===== src/hw/chg_pkg.sv =====
// Constants, types and register map of the charger serial slave
package chg_pkg;

  // ==========================================================
  // Link addressing
  // ==========================================================
  localparam logic [6:0] DEV_ADDR = 7'h6A;
  localparam logic [4:0] HS_CODE  = 5'h01;
  localparam logic [3:0] BYTE_BITS = 4'h8;

  // ==========================================================
  // Register offsets
  // ==========================================================
  localparam logic [7:0] ADR_STATUS = 8'h00;
  localparam logic [7:0] ADR_CHARGE = 8'h01;
  localparam logic [7:0] ADR_FLOAT  = 8'h02;
  localparam logic [7:0] ADR_ID     = 8'h03;
  localparam logic [7:0] ADR_CURR   = 8'h04;
  localparam logic [7:0] ADR_WEAK   = 8'h05;
  localparam logic [7:0] ADR_RCH    = 8'h07;
  localparam logic [7:0] ADR_MON    = 8'h10;

  // ==========================================================
  // Reset values
  // ==========================================================
  localparam logic [1:0] RST_STATUS_RW = 2'h1;
  localparam logic [7:0] RST_CHARGE    = 8'h70;
  localparam logic [7:0] RST_FLOAT     = 8'h0A;
  localparam logic [7:0] RST_CURR      = 8'h00;
  localparam logic [2:0] RST_WEAK_HI   = 3'h3;
  localparam logic [2:0] RST_WEAK_VSP  = 3'h4;
  localparam logic [7:0] RST_RCH       = 8'h01;
  localparam logic [7:0] RD_UNMAPPED   = 8'h00;

  // ==========================================================
  // Field positions
  // ==========================================================
  localparam int BIT_STAT_EN = 6;
  localparam int BIT_TERM_EN = 3;
  localparam int BIT_CHG_DIS = 2;
  localparam int BIT_HIZ     = 1;
  localparam int BIT_BST_REQ = 0;
  localparam int BIT_PIN_POL = 1;
  localparam int BIT_PIN_EN  = 0;

  // ==========================================================
  // Fault and charge-state codes
  // ==========================================================
  localparam logic [2:0] FLT_NONE  = 3'h0;
  localparam logic [2:0] FLT_OVP   = 3'h1;
  localparam logic [2:0] FLT_BOOST = 3'h2;
  localparam logic [2:0] FLT_HOT   = 3'h5;
  localparam logic [1:0] CS_CHARGING = 2'h1;

  // ==========================================================
  // Timing
  // ==========================================================
  localparam int CLK_MHZ      = 200;
  localparam int ILIM_TIME_NS = 50_000;
  localparam int ILIM_CYC     = (ILIM_TIME_NS * CLK_MHZ + 999) / 1000;

  // ==========================================================
  // Types
  // ==========================================================
  typedef enum logic [2:0] {
    ST_IDLE  = 3'b000,
    ST_DEV   = 3'b001,
    ST_REG   = 3'b010,
    ST_WR    = 3'b011,
    ST_ACK   = 3'b100,
    ST_TX    = 3'b101,
    ST_TXACK = 3'b110,
    ST_WAIT  = 3'b111
  } chg_state_t;

  typedef struct packed {
    logic term_cmp;
    logic bat_above_short;
    logic lin_precharge;
    logic die_hot;
    logic charge_loop_inactive;
    logic input_limit_inactive;
    logic input_supply_valid;
    logic constant_voltage;
  } chg_mon_t;

  typedef struct packed {
    chg_mon_t   mon;
    logic [1:0] chg_state;
    logic [2:0] chg_fault;
    logic       boost_active;
    logic       bst_ovp;
    logic       bst_hot;
    logic       bst_ss_fail;
    logic       bst_ilim;
    logic       weak_src;
    logic       dis_pin;
  } chg_ana_t;

  typedef struct packed {
    logic [1:0] input_current_limit;
    logic       termination_enable;
    logic       charger_disable;
    logic       high_impedance_request;
    logic       boost_request;
    logic [5:0] float_voltage;
    logic       boost_pin_polarity;
    logic       boost_pin_enable;
    logic [2:0] charge_current_setting;
    logic [2:0] termination_setting;
    logic [2:0] weak_source_regulation_voltage;
    logic [1:0] recharge_drop;
  } chg_ctl_t;

endpackage : chg_pkg


===== src/hw/chg_sync.sv =====
// Two-stage synchroniser for signals from outside the clock domain
`timescale 1ns/1ps
`default_nettype none
module chg_sync #(
  parameter int           W       = 1,
  parameter logic [W-1:0] RST_VAL = '0
) (
  // Clock and reset
  input  wire logic         clk_i,
  input  wire logic         rst_i,
  // Data
  input  wire logic [W-1:0] d_i,
  output var  logic [W-1:0] q_o
);
  logic [W-1:0] meta_q;

  always_ff @(posedge clk_i) begin
    if (rst_i) begin
      meta_q <= RST_VAL;
      q_o    <= RST_VAL;
    end else begin
      meta_q <= d_i;
      q_o    <= meta_q;
    end
  end
endmodule : chg_sync
`default_nettype wire


===== src/hw/chg_i2c_slave.sv =====
// Serial slave and register map of the charger
`timescale 1ns/1ps
`default_nettype none
module chg_i2c_slave #(
  parameter int         ILIM_CYC = chg_pkg::ILIM_CYC,
  // Identification value is arbitrary
  parameter logic [7:0] CHIP_ID  = 8'h5A
) (
  // Clock and reset
  input  wire logic              CLK_SYS_I,
  input  wire logic              RST_I,
  // Serial link
  input  wire logic              SCL_I,
  input  wire logic              SDA_I,
  output var  logic              SDA_O,
  output var  logic              SDA_OE_O,
  // Charger and boost status
  input  wire chg_pkg::chg_ana_t ANA_I,
  // Control outputs
  output var  chg_pkg::chg_ctl_t CTL_O,
  output var  logic              STAT_LOW_O,
  output var  logic              HS_MODE_O
);

  // ==========================================================
  // Input synchronisation
  // ==========================================================
  logic [1:0]        pin_s;
  chg_pkg::chg_ana_t ana_s;
  logic              scl_p_q;
  logic              sda_p_q;
  logic              scl;
  logic              sda;
  logic              scl_rise;
  logic              scl_fall;
  logic              start_det;
  logic              stop_det;

  // clock is input only
  // Idle bus level, no false edge after reset
  chg_sync #(.W(2), .RST_VAL(2'h3)) u_pin_sync (
    .clk_i (CLK_SYS_I),
    .rst_i (RST_I),
    .d_i   ({SCL_I, SDA_I}),
    .q_o   (pin_s)
  );

  chg_sync #(.W($bits(chg_pkg::chg_ana_t))) u_ana_sync (
    .clk_i (CLK_SYS_I),
    .rst_i (RST_I),
    .d_i   (ANA_I),
    .q_o   (ana_s)
  );

  assign scl = pin_s[1];
  assign sda = pin_s[0];

  always_ff @(posedge CLK_SYS_I) begin
    if (RST_I) begin
      scl_p_q <= 1'b1;
      sda_p_q <= 1'b1;
    end else begin
      scl_p_q <= scl;
      sda_p_q <= sda;
    end
  end

  assign scl_rise  = scl & ~scl_p_q;
  assign scl_fall  = ~scl & scl_p_q;
  assign start_det = scl & scl_p_q & sda_p_q & ~sda;
  assign stop_det  = scl & scl_p_q & ~sda_p_q & sda;

  // ==========================================================
  // Link state machine
  // ==========================================================
  chg_pkg::chg_state_t st_q;
  chg_pkg::chg_state_t nxt_q;
  logic [3:0]          cnt_q;
  logic [7:0]          sh_q;
  logic [7:0]          ptr_q;
  logic                oe_q;
  logic                mack_q;
  logic                hs_arm_q;
  logic                hs_q;
  logic                wr_q;
  logic [7:0]          wadr_q;
  logic [7:0]          wdat_q;
  logic [7:0]          rd_data;

  always_ff @(posedge CLK_SYS_I) begin
    if (RST_I) begin
      st_q     <= chg_pkg::ST_IDLE;
      nxt_q    <= chg_pkg::ST_IDLE;
      cnt_q    <= 4'h0;
      sh_q     <= 8'h00;
      ptr_q    <= 8'h00;
      oe_q     <= 1'b0;
      mack_q   <= 1'b0;
      hs_arm_q <= 1'b0;
      hs_q     <= 1'b0;
      wr_q     <= 1'b0;
      wadr_q   <= 8'h00;
      wdat_q   <= 8'h00;
    end else begin
      wr_q <= 1'b0;
      if (stop_det) begin
        st_q     <= chg_pkg::ST_IDLE;
        oe_q     <= 1'b0;
        hs_arm_q <= 1'b0;
        hs_q     <= 1'b0;
      end else if (start_det) begin
        if (hs_arm_q) begin
          hs_q <= 1'b1;
        end
        hs_arm_q <= 1'b0;
        st_q     <= chg_pkg::ST_DEV;
        cnt_q    <= 4'h0;
        oe_q     <= 1'b0;
      end else begin
        case (st_q)
          chg_pkg::ST_DEV, chg_pkg::ST_REG, chg_pkg::ST_WR: begin
            if (scl_rise) begin
              sh_q  <= {sh_q[6:0], sda};
              cnt_q <= cnt_q + 4'h1;
            end else if (scl_fall && cnt_q == chg_pkg::BYTE_BITS) begin
              cnt_q <= 4'h0;
              if (st_q == chg_pkg::ST_DEV) begin
                if (sh_q[7:1] == chg_pkg::DEV_ADDR) begin
                  oe_q  <= 1'b1;
                  st_q  <= chg_pkg::ST_ACK;
                  nxt_q <= sh_q[0] ? chg_pkg::ST_TX : chg_pkg::ST_REG;
                end else if (sh_q[7:3] == chg_pkg::HS_CODE) begin
                  hs_arm_q <= 1'b1;
                  st_q     <= chg_pkg::ST_WAIT;
                end else begin
                  st_q <= chg_pkg::ST_WAIT;
                end
              end else if (st_q == chg_pkg::ST_REG) begin
                ptr_q <= sh_q;
                oe_q  <= 1'b1;
                st_q  <= chg_pkg::ST_ACK;
                nxt_q <= chg_pkg::ST_WR;
              end else begin
                wr_q   <= 1'b1;
                wadr_q <= ptr_q;
                wdat_q <= sh_q;
                ptr_q  <= ptr_q + 8'h01;
                oe_q   <= 1'b1;
                st_q   <= chg_pkg::ST_ACK;
                nxt_q  <= chg_pkg::ST_WR;
              end
            end
          end
          chg_pkg::ST_ACK: begin
            if (scl_fall) begin
              st_q <= nxt_q;
              if (nxt_q == chg_pkg::ST_TX) begin
                sh_q  <= rd_data;
                oe_q  <= ~rd_data[7];
                cnt_q <= 4'h1;
                ptr_q <= ptr_q + 8'h01;
              end else begin
                oe_q  <= 1'b0;
                cnt_q <= 4'h0;
              end
            end
          end
          chg_pkg::ST_TX: begin
            if (scl_fall) begin
              if (cnt_q == chg_pkg::BYTE_BITS) begin
                oe_q <= 1'b0;
                st_q <= chg_pkg::ST_TXACK;
              end else begin
                oe_q  <= ~sh_q[6];
                sh_q  <= {sh_q[6:0], 1'b0};
                cnt_q <= cnt_q + 4'h1;
              end
            end
          end
          chg_pkg::ST_TXACK: begin
            if (scl_rise) begin
              mack_q <= ~sda;
            end else if (scl_fall) begin
              if (mack_q) begin
                sh_q  <= rd_data;
                oe_q  <= ~rd_data[7];
                cnt_q <= 4'h1;
                ptr_q <= ptr_q + 8'h01;
                st_q  <= chg_pkg::ST_TX;
              end else begin
                st_q <= chg_pkg::ST_WAIT;
              end
            end
          end
          default: begin
            oe_q <= 1'b0;
          end
        endcase
      end
    end
  end

  // ==========================================================
  // Boost fault detection
  // ==========================================================
  localparam int ICW = $clog2(ILIM_CYC + 1);
  logic [ICW-1:0] ilim_cnt_q;
  logic           ilim_flt_q;
  logic [2:0]     bst_code;
  logic [2:0]     fault_q;
  logic           bst_flt_p_q;
  logic           bst_flt_new;

  // current limit longer than limit time
  always_ff @(posedge CLK_SYS_I) begin
    if (RST_I) begin
      ilim_cnt_q <= '0;
      ilim_flt_q <= 1'b0;
    end else if (!ana_s.boost_active) begin
      ilim_cnt_q <= '0;
      ilim_flt_q <= 1'b0;
    end else if (!ana_s.bst_ilim) begin
      ilim_cnt_q <= '0;
    end else if (ilim_cnt_q == ICW'(ILIM_CYC)) begin
      ilim_flt_q <= 1'b1;
    end else begin
      ilim_cnt_q <= ilim_cnt_q + ICW'(1);
    end
  end

  always_comb begin
    if (ana_s.bst_ovp) begin
      bst_code = chg_pkg::FLT_OVP;
    end else if (ana_s.bst_hot) begin
      bst_code = chg_pkg::FLT_HOT;
    end else if (ana_s.bst_ss_fail || ilim_flt_q) begin
      bst_code = chg_pkg::FLT_BOOST;
    end else begin
      bst_code = chg_pkg::FLT_NONE;
    end
  end

  assign bst_flt_new = ana_s.boost_active && (bst_code != chg_pkg::FLT_NONE)
                       && !bst_flt_p_q;

  always_ff @(posedge CLK_SYS_I) begin
    if (RST_I) begin
      fault_q     <= chg_pkg::FLT_NONE;
      bst_flt_p_q <= 1'b0;
    end else begin
      fault_q     <= ana_s.boost_active ? bst_code : ana_s.chg_fault;
      bst_flt_p_q <= ana_s.boost_active && (bst_code != chg_pkg::FLT_NONE);
    end
  end

  // ==========================================================
  // Writable registers
  // ==========================================================
  logic [1:0] status_rw_q;
  logic [7:0] charge_q;
  logic [7:0] float_q;
  logic [7:0] curr_q;
  logic [2:0] weak_hi_q;
  logic [2:0] weak_vsp_q;
  logic [7:0] rch_q;

  always_ff @(posedge CLK_SYS_I) begin
    if (RST_I) begin
      status_rw_q <= chg_pkg::RST_STATUS_RW;
      charge_q    <= chg_pkg::RST_CHARGE;
      float_q     <= chg_pkg::RST_FLOAT;
      curr_q      <= chg_pkg::RST_CURR;
      weak_hi_q   <= chg_pkg::RST_WEAK_HI;
      weak_vsp_q  <= chg_pkg::RST_WEAK_VSP;
      rch_q       <= chg_pkg::RST_RCH;
    end else begin
      if (wr_q) begin
        case (wadr_q)
          chg_pkg::ADR_STATUS: status_rw_q <= wdat_q[7:6];
          chg_pkg::ADR_CHARGE: charge_q <= wdat_q;
          chg_pkg::ADR_FLOAT:  float_q <= wdat_q;
          chg_pkg::ADR_CURR:   curr_q <= wdat_q;
          chg_pkg::ADR_WEAK: begin
            weak_hi_q  <= wdat_q[7:5];
            weak_vsp_q <= wdat_q[2:0];
          end
          chg_pkg::ADR_RCH:    rch_q <= wdat_q;
          default: begin
          end
        endcase
      end
      // Boost fault drops the boost request
      if (bst_flt_new) begin
        charge_q[chg_pkg::BIT_BST_REQ] <= 1'b0;
      end
    end
  end

  // ==========================================================
  // Read data
  // ==========================================================
  always_comb begin
    case (ptr_q)
      chg_pkg::ADR_STATUS: rd_data = {status_rw_q, ana_s.chg_state,
                                      ana_s.boost_active, fault_q};
      chg_pkg::ADR_CHARGE: rd_data = charge_q;
      chg_pkg::ADR_FLOAT:  rd_data = float_q;
      chg_pkg::ADR_ID:     rd_data = CHIP_ID;
      chg_pkg::ADR_CURR:   rd_data = curr_q;
      chg_pkg::ADR_WEAK:   rd_data = {weak_hi_q, ana_s.weak_src,
                                      ana_s.dis_pin, weak_vsp_q};
      chg_pkg::ADR_RCH:    rd_data = rch_q;
      chg_pkg::ADR_MON:    rd_data = ana_s.mon;
      default:             rd_data = chg_pkg::RD_UNMAPPED;
    endcase
  end

  // ==========================================================
  // Control outputs
  // ==========================================================
  chg_pkg::chg_ctl_t ctl_q;
  logic              stat_low_q;

  always_ff @(posedge CLK_SYS_I) begin
    if (RST_I) begin
      ctl_q      <= '0;
      stat_low_q <= 1'b0;
    end else begin
      ctl_q.input_current_limit <= charge_q[7:6];
      ctl_q.termination_enable  <= charge_q[chg_pkg::BIT_TERM_EN];
      ctl_q.charger_disable     <= charge_q[chg_pkg::BIT_CHG_DIS];
      ctl_q.high_impedance_request <= charge_q[chg_pkg::BIT_HIZ];
      ctl_q.boost_request <= charge_q[chg_pkg::BIT_BST_REQ]
                             & ~charge_q[chg_pkg::BIT_HIZ];
      ctl_q.float_voltage <= float_q[7:2];
      ctl_q.boost_pin_polarity <= float_q[chg_pkg::BIT_PIN_POL];
      ctl_q.boost_pin_enable   <= float_q[chg_pkg::BIT_PIN_EN];
      ctl_q.charge_current_setting <= curr_q[6:4];
      ctl_q.termination_setting <= curr_q[2:0];
      ctl_q.weak_source_regulation_voltage <= weak_vsp_q;
      ctl_q.recharge_drop <= rch_q[1:0];
      stat_low_q <= status_rw_q[chg_pkg::BIT_STAT_EN - 6]
                    & (ana_s.chg_state == chg_pkg::CS_CHARGING);
    end
  end

  // Open drain: level always low, enable pulls
  assign SDA_O      = 1'b0;
  assign SDA_OE_O   = oe_q;
  assign CTL_O      = ctl_q;
  assign STAT_LOW_O = stat_low_q;
  assign HS_MODE_O  = hs_q;

endmodule : chg_i2c_slave
`default_nettype wire


===== config.mk =====
export PLATFORM = sky130hd
export DESIGN_NAME = chg_i2c_slave
export DESIGN_NICKNAME = d
export VERILOG_FILES = /design/src/hw/chg_pkg.sv /design/src/hw/chg_sync.sv /design/src/hw/chg_i2c_slave.sv
export SDC_FILE = /design/constraint.sdc
export NUM_CORES = 1
export LEC_CHECK = 0
export ABC_AREA = 1
export BUFFER_PORTS_ARGS = -buffer_cell sky130_fd_sc_hd__buf_2
export CORE_UTILIZATION = 29
export DETAILED_ROUTE_END_ITERATION = 6
export PLACE_DENSITY = 0.49
export REMOVE_ABC_BUFFERS = 1
export SYNTH_ARGS = -nofsm -noshare
export SYNTH_HDL_FRONTEND = slang
export SYNTH_SLANG_ARGS = --single-unit

===== constraint.sdc =====
create_clock -name CLK_SYS_I -period 1.8 [get_ports CLK_SYS_I]
set_input_delay 0.45 -clock CLK_SYS_I [delete_from_list [all_inputs] [get_ports CLK_SYS_I]]
set_output_delay 0.45 -clock CLK_SYS_I [all_outputs]
set_load 0.05 [all_outputs]

* After elaboration in Yosys (flattened, before gate mapping)
Index checks and enable logic that the tools add are counted.
Storage, ports and cells: flip-flop bits (word level) 178, latch bits 0, bits in writable memories 0, ROM bits 0, logic and storage cells 220, memories 0
Cells by class: add/subtract/negate cells 3, multipliers 0, div/mod/pow operators 0, order comparisons 0, equal/unequal tests 48, shift operators 0, multiplexer cells 63, bitwise gates (word level) 26, reductions and logical operators 36
Operators with widths (number):
- $mux W8 | 17
- $pmux W8 S8 | 1
- $eq A8 B3 Y1 const B | 6
- $mux W3 | 14
- $mux W4 | 9
- $pmux W8 S4 | 1
- $ne A3 B3 Y1 const B | 10
- $eq A8 B2 Y1 const B | 3
- $ne A2 B2 Y1 const B | 12
- $pmux W8 S3 | 1
- $reduce_and A8 Y1 | 3
- $reduce_and A11 Y1 | 2
- $not A1 Y1 | 17
- $eq A8 B1 Y1 const B | 2
- $logic_not A8 Y1 | 2
- $pmux W4 S4 | 1
- $reduce_and A2 Y1 | 8
- $add A14 B1 Y14 const B | 1
- $eq A14 B14 Y1 const B | 1
- $mux W1 | 14
- $eq A3 B3 Y1 const B | 4
- $pmux W3 S4 | 1
- $reduce_and A6 Y1 | 2
- $and A1 B1 Y1 | 9
- other kinds (25) | 35

* Longest topological paths before layout
Gate-level depths: netlist of the first run.
depth in word-level cells 8, depth in mapped cells 14

* Hierarchy
From an unflattened synthesis of the first run, not the netlist that was laid out.
Unflattened totals: cell total of the unflattened synthesis 979, area total of the unflattened synthesis 7284.5 µm²
Modules (own cells, without submodules):
- chg_i2c_slave | times used 1, cells an instance 842, area each 6022.0 µm², seq. area each 2682.6 µm²
- chg_sync (u_ana_sync) | times used 1, cells an instance 124, area each 1146.1 µm², seq. area each 800.8 µm²
- chg_sync (u_pin_sync) | times used 1, cells an instance 13, area each 116.4 µm², seq. area each 80.1 µm²

* Worst setup path before layout of the first run
OpenSTA, ideal clock, no wires.
path type reg-to-reg, start reg cnt_q[0], end reg wadr_q[7], data arrival time 1.470 ns, slack 0.201 ns, cell stages (with the launch flop) 11, buffers on the path 1, clock period less this slack 1.599 ns, path through dfxtp_1 > inv_1 > ha_1 > nand2_1 > nor2_1 > nand2_1 > nor2_1 > nand3_1 > buf_2 > o21ai_0 > a21oi_1
Between the ends: cells in the longest elaborated chain, start to end 3
Ends and longest elaborated chain:
- start: declaration | line chg_i2c_slave.sv:78 | logic [3:0] cnt_q;
- start signal: assignment | line chg_i2c_slave.sv:124 | cnt_q <= cnt_q + 4'h1;
- start signal: assignment | line chg_i2c_slave.sv:176 | cnt_q <= cnt_q + 4'h1;
- $eq A4 B4 Y1 | line chg_i2c_slave.sv:125 | end else if (scl_fall && cnt_q == chg_pkg::BYTE_BITS) begin
- $logic_and A1 B1 Y1 | line chg_i2c_slave.sv:125
- $reduce_and A7 Y1 (no source line)
- end signal: assignment | line chg_i2c_slave.sv:145 | wadr_q <= ptr_q;
- end: declaration | line chg_i2c_slave.sv:86 | logic [7:0] wadr_q;
Every way passes these cells. A chain may end at the register's enable or synchronous reset.

* Worst setup path after layout of the first run
start reg cnt_q[0], end reg wadr_q[4]
Same word-level chain as after synthesis.

==> qor.txt, run 1 <==
Status: complete, no violations
Final HPWL DP: 13300 µm
Post-synth EDFFs: 0
R2r setup slk: 0.07 ns
Minimum clock period: 1.73 ns
First-pass GRT wire length: 30000 µm
Placeable Area: 24300 µm²
Crit path cell chain: inv_2 -> ha_1 -> nand2_1 -> nor2_2 -> nand2_1 -> nor2_2 -> nand3_2 -> buf_6 -> buf_2 -> o21ai_0 -> a21oi_1
RSZ-0062 raised after global routing: true
Peak supply drop: 0.622 mV
Register area share after synthesis: 49.5%
CTS Sinks: 178
Worst hold start: SDA_I
Post-DRT Antenna Nets: 0
Via density: 4.43
CTS Buffer Depth: 2
Worst Reg-to-Reg Cells: 11
CP peak stage delay: 0.33 ns
Count leader, synth: dfxtp_1
FMAX: 0.577 GHz
Syn Std Cell Area: 7200 µm²
CP endpoint kind: flip-flop
Hold endpoint: u_pin_sync.meta_q[0]
#FFs+latches synth: 178
Area contributors post-synth: dfxtp_1 49%, nand2_1 8.4%, nor2_1 8.0%
H-tree levels: 4
Total track usage: 14.9%
CP Class: flip-flop to flip-flop
Layout net count: 1116
Crit Reg-Reg Endpoint: wadr_q[4]
HP Class: input port to flip-flop
Top-area cell type share of the netlist area: 49.5%
Yosys warns: 0
Clk_lat worst skew: 0.44 ns
Reg clk slew, reported paths: 0.07 ns
Synth unique cells: 36
Critical path's slowest cell: dfxtp_2
DR WL/cell: 13.1 µm
Row cnt: 57
Leading area contributor after synthesis: dfxtp_1
Worst Clk Skew: 0.0153 ns
# port buffers: 51
Initial core utilization: 29.6%
CP required: 2.12 ns
Total CTS buffers: 17
Synth Instances: 985
Fillcell total: 2541
Synth Area per Inst: 7.31 µm²
Area Overhead vs Synth: 24.5%
DRC errors left: 0
CTS tree: built
Worst setup SP type: flip-flop
Fin crit share: 96.4%
Leak: 0.00394 µW
Die Y: 160 µm
Final Max Tran Viols: 0
# Max-Cap Violations: 0
Root Buffer: clkbuf_16
Crit Reg-Reg Startpoint: cnt_q[0]
Asr flop ratio synth: 0%
Die W: 160 µm
Total number of vias: 6296
Share of post-route cells with drive strength above 1: 18.7%
Largest net degree at the start of global routing: 81
I/O pin count: 53
Critical path peak fanout: 7
Hold path depth: 2
Cell Pwr Density: 1240 nW/µm²
Hold Fails Final Rpt: 0
Vias in the first global route: 5772
DR iter-0 viols: 489
Ys flop type: dfxtp_1
Die ar.: 25500 µm²
Setup violations, final: 0
Antenna violations before repair: 0
Antenna fix cells: 0
Global route overflow: 0
WL final: 18600 µm
Critical path arrival: 2.05 ns
Tot Pwr: 11100 µW
Pre-Repair DR Iteration Count: 5
Post-synth top cells: 178 x dfxtp_1, 161 x nand2_1, 153 x nor2_1
Hold_ws: 0.200 ns
Routability Congestion: 0.853
==> where the power goes <==
part	switching, µW	internal, µW
combinational	1980	1060
clock	1770	1940
sequential	168	4160
==> sequential cells by signal (all words and copies together), names as in the netlist, 4 cells and up <==
register	cells
sh_q	8
wdat_q	8
charge_q	8
CTL_O	25
float_q	8
ilim_cnt_q	14
wadr_q	8
u_ana_sync.q_o	20
cnt_q	4
ptr_q	8
u_ana_sync.meta_q	20
rch_q	8
curr_q	8
==> critical path: cells and delay by family, from the launching register on <==
family | cells | cell delay (ns)
compound gates | 2 | 0.20
flops | 1 | 0.33
simple gates | 5 | 0.59
buf+inv | 3 | 0.37
fa+ha+maj | 1 | 0.13
==> worst max-delay path by stage <==
stage                    end  cells after the start  slack (ns)  startpoint
5_1_grt            wadr_q[4]                     11       -0.04    cnt_q[0]
3_3_place_gp         sh_q[0]                      9       -0.07    cnt_q[0]
2_1_floorplan  ilim_cnt_q[0]                      5       -0.40       RST_I
6_report           wadr_q[4]                     11        0.07    cnt_q[0]
4_1_cts              sh_q[0]                      9        0.02     st_q[1]
3_5_place_dp        SDA_OE_O                     11       -0.08    ptr_q[1]
==> logic make-up (layout without fill, tap and decap cells) <==
kind of cell | after synthesis | count (layout) | share of synthesized area, %
and+or+nand+nor | 413 | 414 | 24.4
AOI/OAI and AO/OA | 198 | 198 | 14.5
buffers and inverters | 183 | 294 | 9.76
DFF | 178 | 178 | 49.5
adders and majority gates | 8 | 8 | 1.39
xor gates and xnor gates | 4 | 4 | 0.486
other | 1 | 1 | 0.0521
==> what timing repair did <==
action / CTS / global route
hold buffers: 0 / 0
resized for setup: 5 / 48
endpoints found under the hold margin: 0 / 0
buffers inserted: 0 / 1
pin swaps: 0 / 7
gates cloned: 0 / 3
setup endpoints to repair: 10 / 43
==> through the flow <==
stage	utilization (%)	TNS (ns)	cell area, µm²	worst slack, ns	cells
after global placement	33.7	-0.289	8190	-0.0719	1385
after detailed placement	33.7	-0.314	8190	-0.0790	1385
after global routing	36.9	-0.268	8970	-0.0408	1421
after floorplan	-	-10.26	7060	-0.401	952
after CTS	36.2	0	8800	0.0165	1417
final	36.9	0	8970	0.0654	1421
==> area by class of cell <==
| cell class | instances | area, µm² | share of cell area (%) |
|---|---|---|---|
| sequential | 178 | 3570 | 39.8 |
| multi-input combinational | 625 | 3090 | 34.5 |
| timing repair buffer | 112 | 744 | 8.30 |
| inverter | 150 | 563 | 6.28 |
| clock buffer | 20 | 457 | 5.09 |
| tap | 324 | 405 | 4.52 |
| clock inverter | 12 | 140 | 1.56 |
==> cells in the final DEF, fill, tap and decap left out, drive strengths merged <==
master,count
xnor2,1
o21a,1
xor2,3
conb,1
nand3,54
nand3b,1
nor4,3
inv,156
o211ai,10
or2,5
ha,8
nor3,9
a211oi,2
a21oi,91
o21ai,93
nand2,164
a41oi,1
clkinv,6
nor2,159
dfxtp,178
nand4,19
buf,112
clkbuf,20
==> layer usage <==
layer	part of all wire, %	global-route usage, %	vias up	wire, µm
li1	-	-	3334	-
met1	51	21.3	2815	9490
met2	44	22.6	129	8090
met3	4.2	2.57	18	781
met4	1.3	4.55	0	233
met5	0	0	-	0
(Power assumes the default switching activity.)
==> run 2, diff against run 1 <==
--- a/config.mk
+++ b/config.mk
@@ -7,9 +7,9 @@
 export LEC_CHECK = 0
 export ABC_AREA = 1
 export BUFFER_PORTS_ARGS = -buffer_cell sky130_fd_sc_hd__buf_2
-export CORE_UTILIZATION = 29
+export CORE_UTILIZATION = 35
 export DETAILED_ROUTE_END_ITERATION = 6
-export PLACE_DENSITY = 0.49
+export PLACE_DENSITY = 0.56
 export REMOVE_ABC_BUFFERS = 1
 export SYNTH_ARGS = -nofsm -noshare
 export SYNTH_HDL_FRONTEND = slang
==> run 2 against run 1 <==
  * Clock power shrank 2%
  * Flip-flop and latch count is the same
  * Sequential share of layout area grew 1.2 points
  * Hold slack gained 0.0094 ns
  * Combinational power is essentially flat
  * Setup slack gained 0.060 ns
  * Via count shrank 0.78%
  * Non-clock buffer count shrank 14
  * Critical path depth is the same
  * Cell count shrank 4.9%
  * Power shrank 0.39%
  * Routed wire length shrank 6.3%
==> qor.txt, run 2 (synthesized netlist as in run 1, its figures left out) <==
DR WL/cell: 12.9 µm (-1.6%)
Setup violations, final: 0 (unchanged)
Global route overflow: 0 (unchanged)
M3 GR Usage: 3.57% (+1.0 points)
Post-placement cell area: 8000 µm² (-2.2%)
Antenna fix cells: 0 (unchanged)
# port buffers: 51 (unchanged)
Cell Pwr Density: 1270 nW/µm² (+2.7%)
CTS tree: built
Antenna violations before repair: 0 (unchanged)
Die ar.: 21200 µm² (-17%)
Peak supply drop: 0.753 mV (+21%)
# Max-Cap Violations: 0 (unchanged)
First-pass GRT wire length: 29000 µm (-3.6%)
Total number of vias: 6247 (-0.78%)
Worst Reg-to-Reg Cells: 11 (unchanged)
Switch share: 33.5% (-1.9 points)
Row cnt: 52 (-8.8%)
Worst setup SP type: flip-flop
Number of flip-flops in the largest register: 25 (unchanged)
Clock power frac: 32.9% (-0.6 points)
Met2 Use GR: 26.7% (+4.1 points)
Placeable Area: 20200 µm² (-17%)
Fillcell total: 2095 (-18%)
Worst hold start: SCL_I
WL final: 17400 µm (-6.3%)
Reg clk slew, reported paths: 0.07 ns (about the same)
Die Y: 145 µm (-8.9%)
DRC errors left: 0 (unchanged)
Largest net degree at the start of global routing: 81 (unchanged)
Tot Pwr: 11000 µW (-0.39%)
H-tree levels: 4 (unchanged)
Slew @ Worst Pin: 0.533 ns
Most common cell after layout, fill and taps aside: dfxtp_1
Area Overhead vs Synth: 20.8%
Final Max Tran Viols: 0 (unchanged)
Critical path arrival: 1.98 ns (-0.07 ns)
Hold Fails Final Rpt: 0 (unchanged)
Total CTS buffers: 17 (unchanged)
CTS Sinks: 178 (unchanged)
CP required: 2.11 ns (about the same)
RSZ-0062 raised after global routing: true
Root Buffer: clkbuf_16
Post-DRT Antenna Nets: 0 (unchanged)
CTS Hold Bufs: 0 (unchanged)
Comb power frac: 27.8% (+0.4 points)
Hold path depth: 2 (unchanged)
Leak: 0.00387 µW (-2.0%)
Crit Reg-Reg Startpoint: ptr_q[0]
Die W: 145 µm (-8.9%)
HP Class: input port to flip-flop
Status: complete, no violations
Total track usage: 17.3% (+2.4 points)
Int Pwr: 7340 µW (+2.6%)
Fin crit share: 93.0% (-3.4 points)
CP Class: flip-flop to flip-flop
Share of post-route cells with drive strength above 1: 16.1% (-2.6 points)
Hold_ws: 0.210 ns (+0.00945 ns)
Share of total power in sequential cells: 39.3% (+0.2 points)
Net Sw Power: 3690 µW (-5.9%)
Crit Reg-Reg Endpoint: sh_q[5]
Most frequent cells in the layout: 174 x dfxtp_1, 159 x nand2_1, 146 x nor2_1
Via density: 4.62 (+4.3%)
DR iter-0 viols: 424 (-13%)
FMAX: 0.597 GHz (+3.6%)
Hold endpoint: u_pin_sync.meta_q[1]
GRT met1 Usage: 24.4% (+3.1 points)
Layout net count: 1101 (-1.3%)
Routability Congestion: 0.869 (+1.9%)
Clk_lat worst skew: 0.43 ns (about the same)
CTS Buffer Depth: 2 (unchanged)
Pre-Repair DR Iteration Count: 5 (unchanged)
Final HPWL DP: 12400 µm (-6.7%)
Minimum clock period: 1.67 ns (-0.0604 ns)
CP endpoint kind: flip-flop
Worst Clk Skew: 0.0111 ns (-0.00421 ns)
Initial core utilization: 35.6% (+6.0 points)
Busiest grt layer: met2
Vias in the first global route: 5656 (-2.0%)
Headroom to the max-slew limit: 64.4%
R2r setup slk: 0.13 ns (+0.06 ns)
Design area: 8700 µm² (-3.0%)
I/O pin count: 53 (unchanged)
Critical path peak fanout: 6 (-1)
run 2: cell types whose count changed in the layout (fill, tap and decap cells not counted), sizes merged:
cell / delta
clkinv: -4
clkbuf: +1
nand4: -1
clkinvlp: +2
buf: -14
bufinv: +1
run 2: repair_timing:
action                                  CTS  global route
endpoints found under the setup margin    6            45
setup buffers                             1             5
gates resized for setup                   2            23
pin swaps                                 1             2
run 2: stage by stage:
step / TNS (ns) / setup WS [ns] / utilization (%) / cells
2_1_floorplan: -10.26 / -0.401 / - / 952
3_3_place_gp: -0.116 / -0.0956 / 39.5 / 1314
3_5_place_dp: -0.313 / -0.0825 / 39.5 / 1314
4_1_cts: 0 / 0.0365 / 42.5 / 1347
5_1_grt: -0.0300 / -0.0170 / 43.0 / 1352
6_report: 0 / 0.126 / 43.0 / 1352
run 2: worst max path at each step:
stage / startpoint / end
5_1_grt: st_q[2] / ptr_q[6]
2_1_floorplan: RST_I / ilim_cnt_q[0]
3_5_place_dp: ptr_q[1] / SDA_OE_O
3_3_place_gp: cnt_q[0] / sh_q[0]
4_1_cts: cnt_q[0] / sh_q[0]
6_report: ptr_q[0] / sh_q[5]
run 2: cell type report:
cell class	instances	area, µm²	share of cell area (%)
timing repair buffer	98	662	7.61
sequential	178	3570	41.0
clock inverter	11	116	1.34
tap	270	338	3.88
multi-input combinational	624	2990	34.4
inverter	150	563	6.47
clock buffer	21	460	5.29
run 2: metal layers:
| layer | wire length [µm] | share of wire (%) |
|---|---|---|
| met3 | 846 | 4.9 |
| met1 | 8690 | 50 |
| met4 | 165 | 0.95 |
| met2 | 7710 | 44 |
| met5 | 0 | 0 |
run 2: critical path, cell delays in order (launching register included):
cell and delay [ns]:
dfxtp_1 0.35, inv_1 0.08, ha_1 0.22, inv_1 0.07, nor2_2 0.05, nand2_1 0.14, inv_2 0.10, buf_4 0.14
nand2_1 0.05, nand3_1 0.06, o21ai_0 0.23, a21oi_1 0.09
run 2: power by group through the flow:
stage               sequential, µW  combinational [µW]  clock [µW]
finish                        4340                3070        3630
global route                  4370                3410        3900
CTS                           4330                2830        3720
detailed placement            4420                2740           0
global placement              4430                2720           0
floorplan                     4470                1640           0
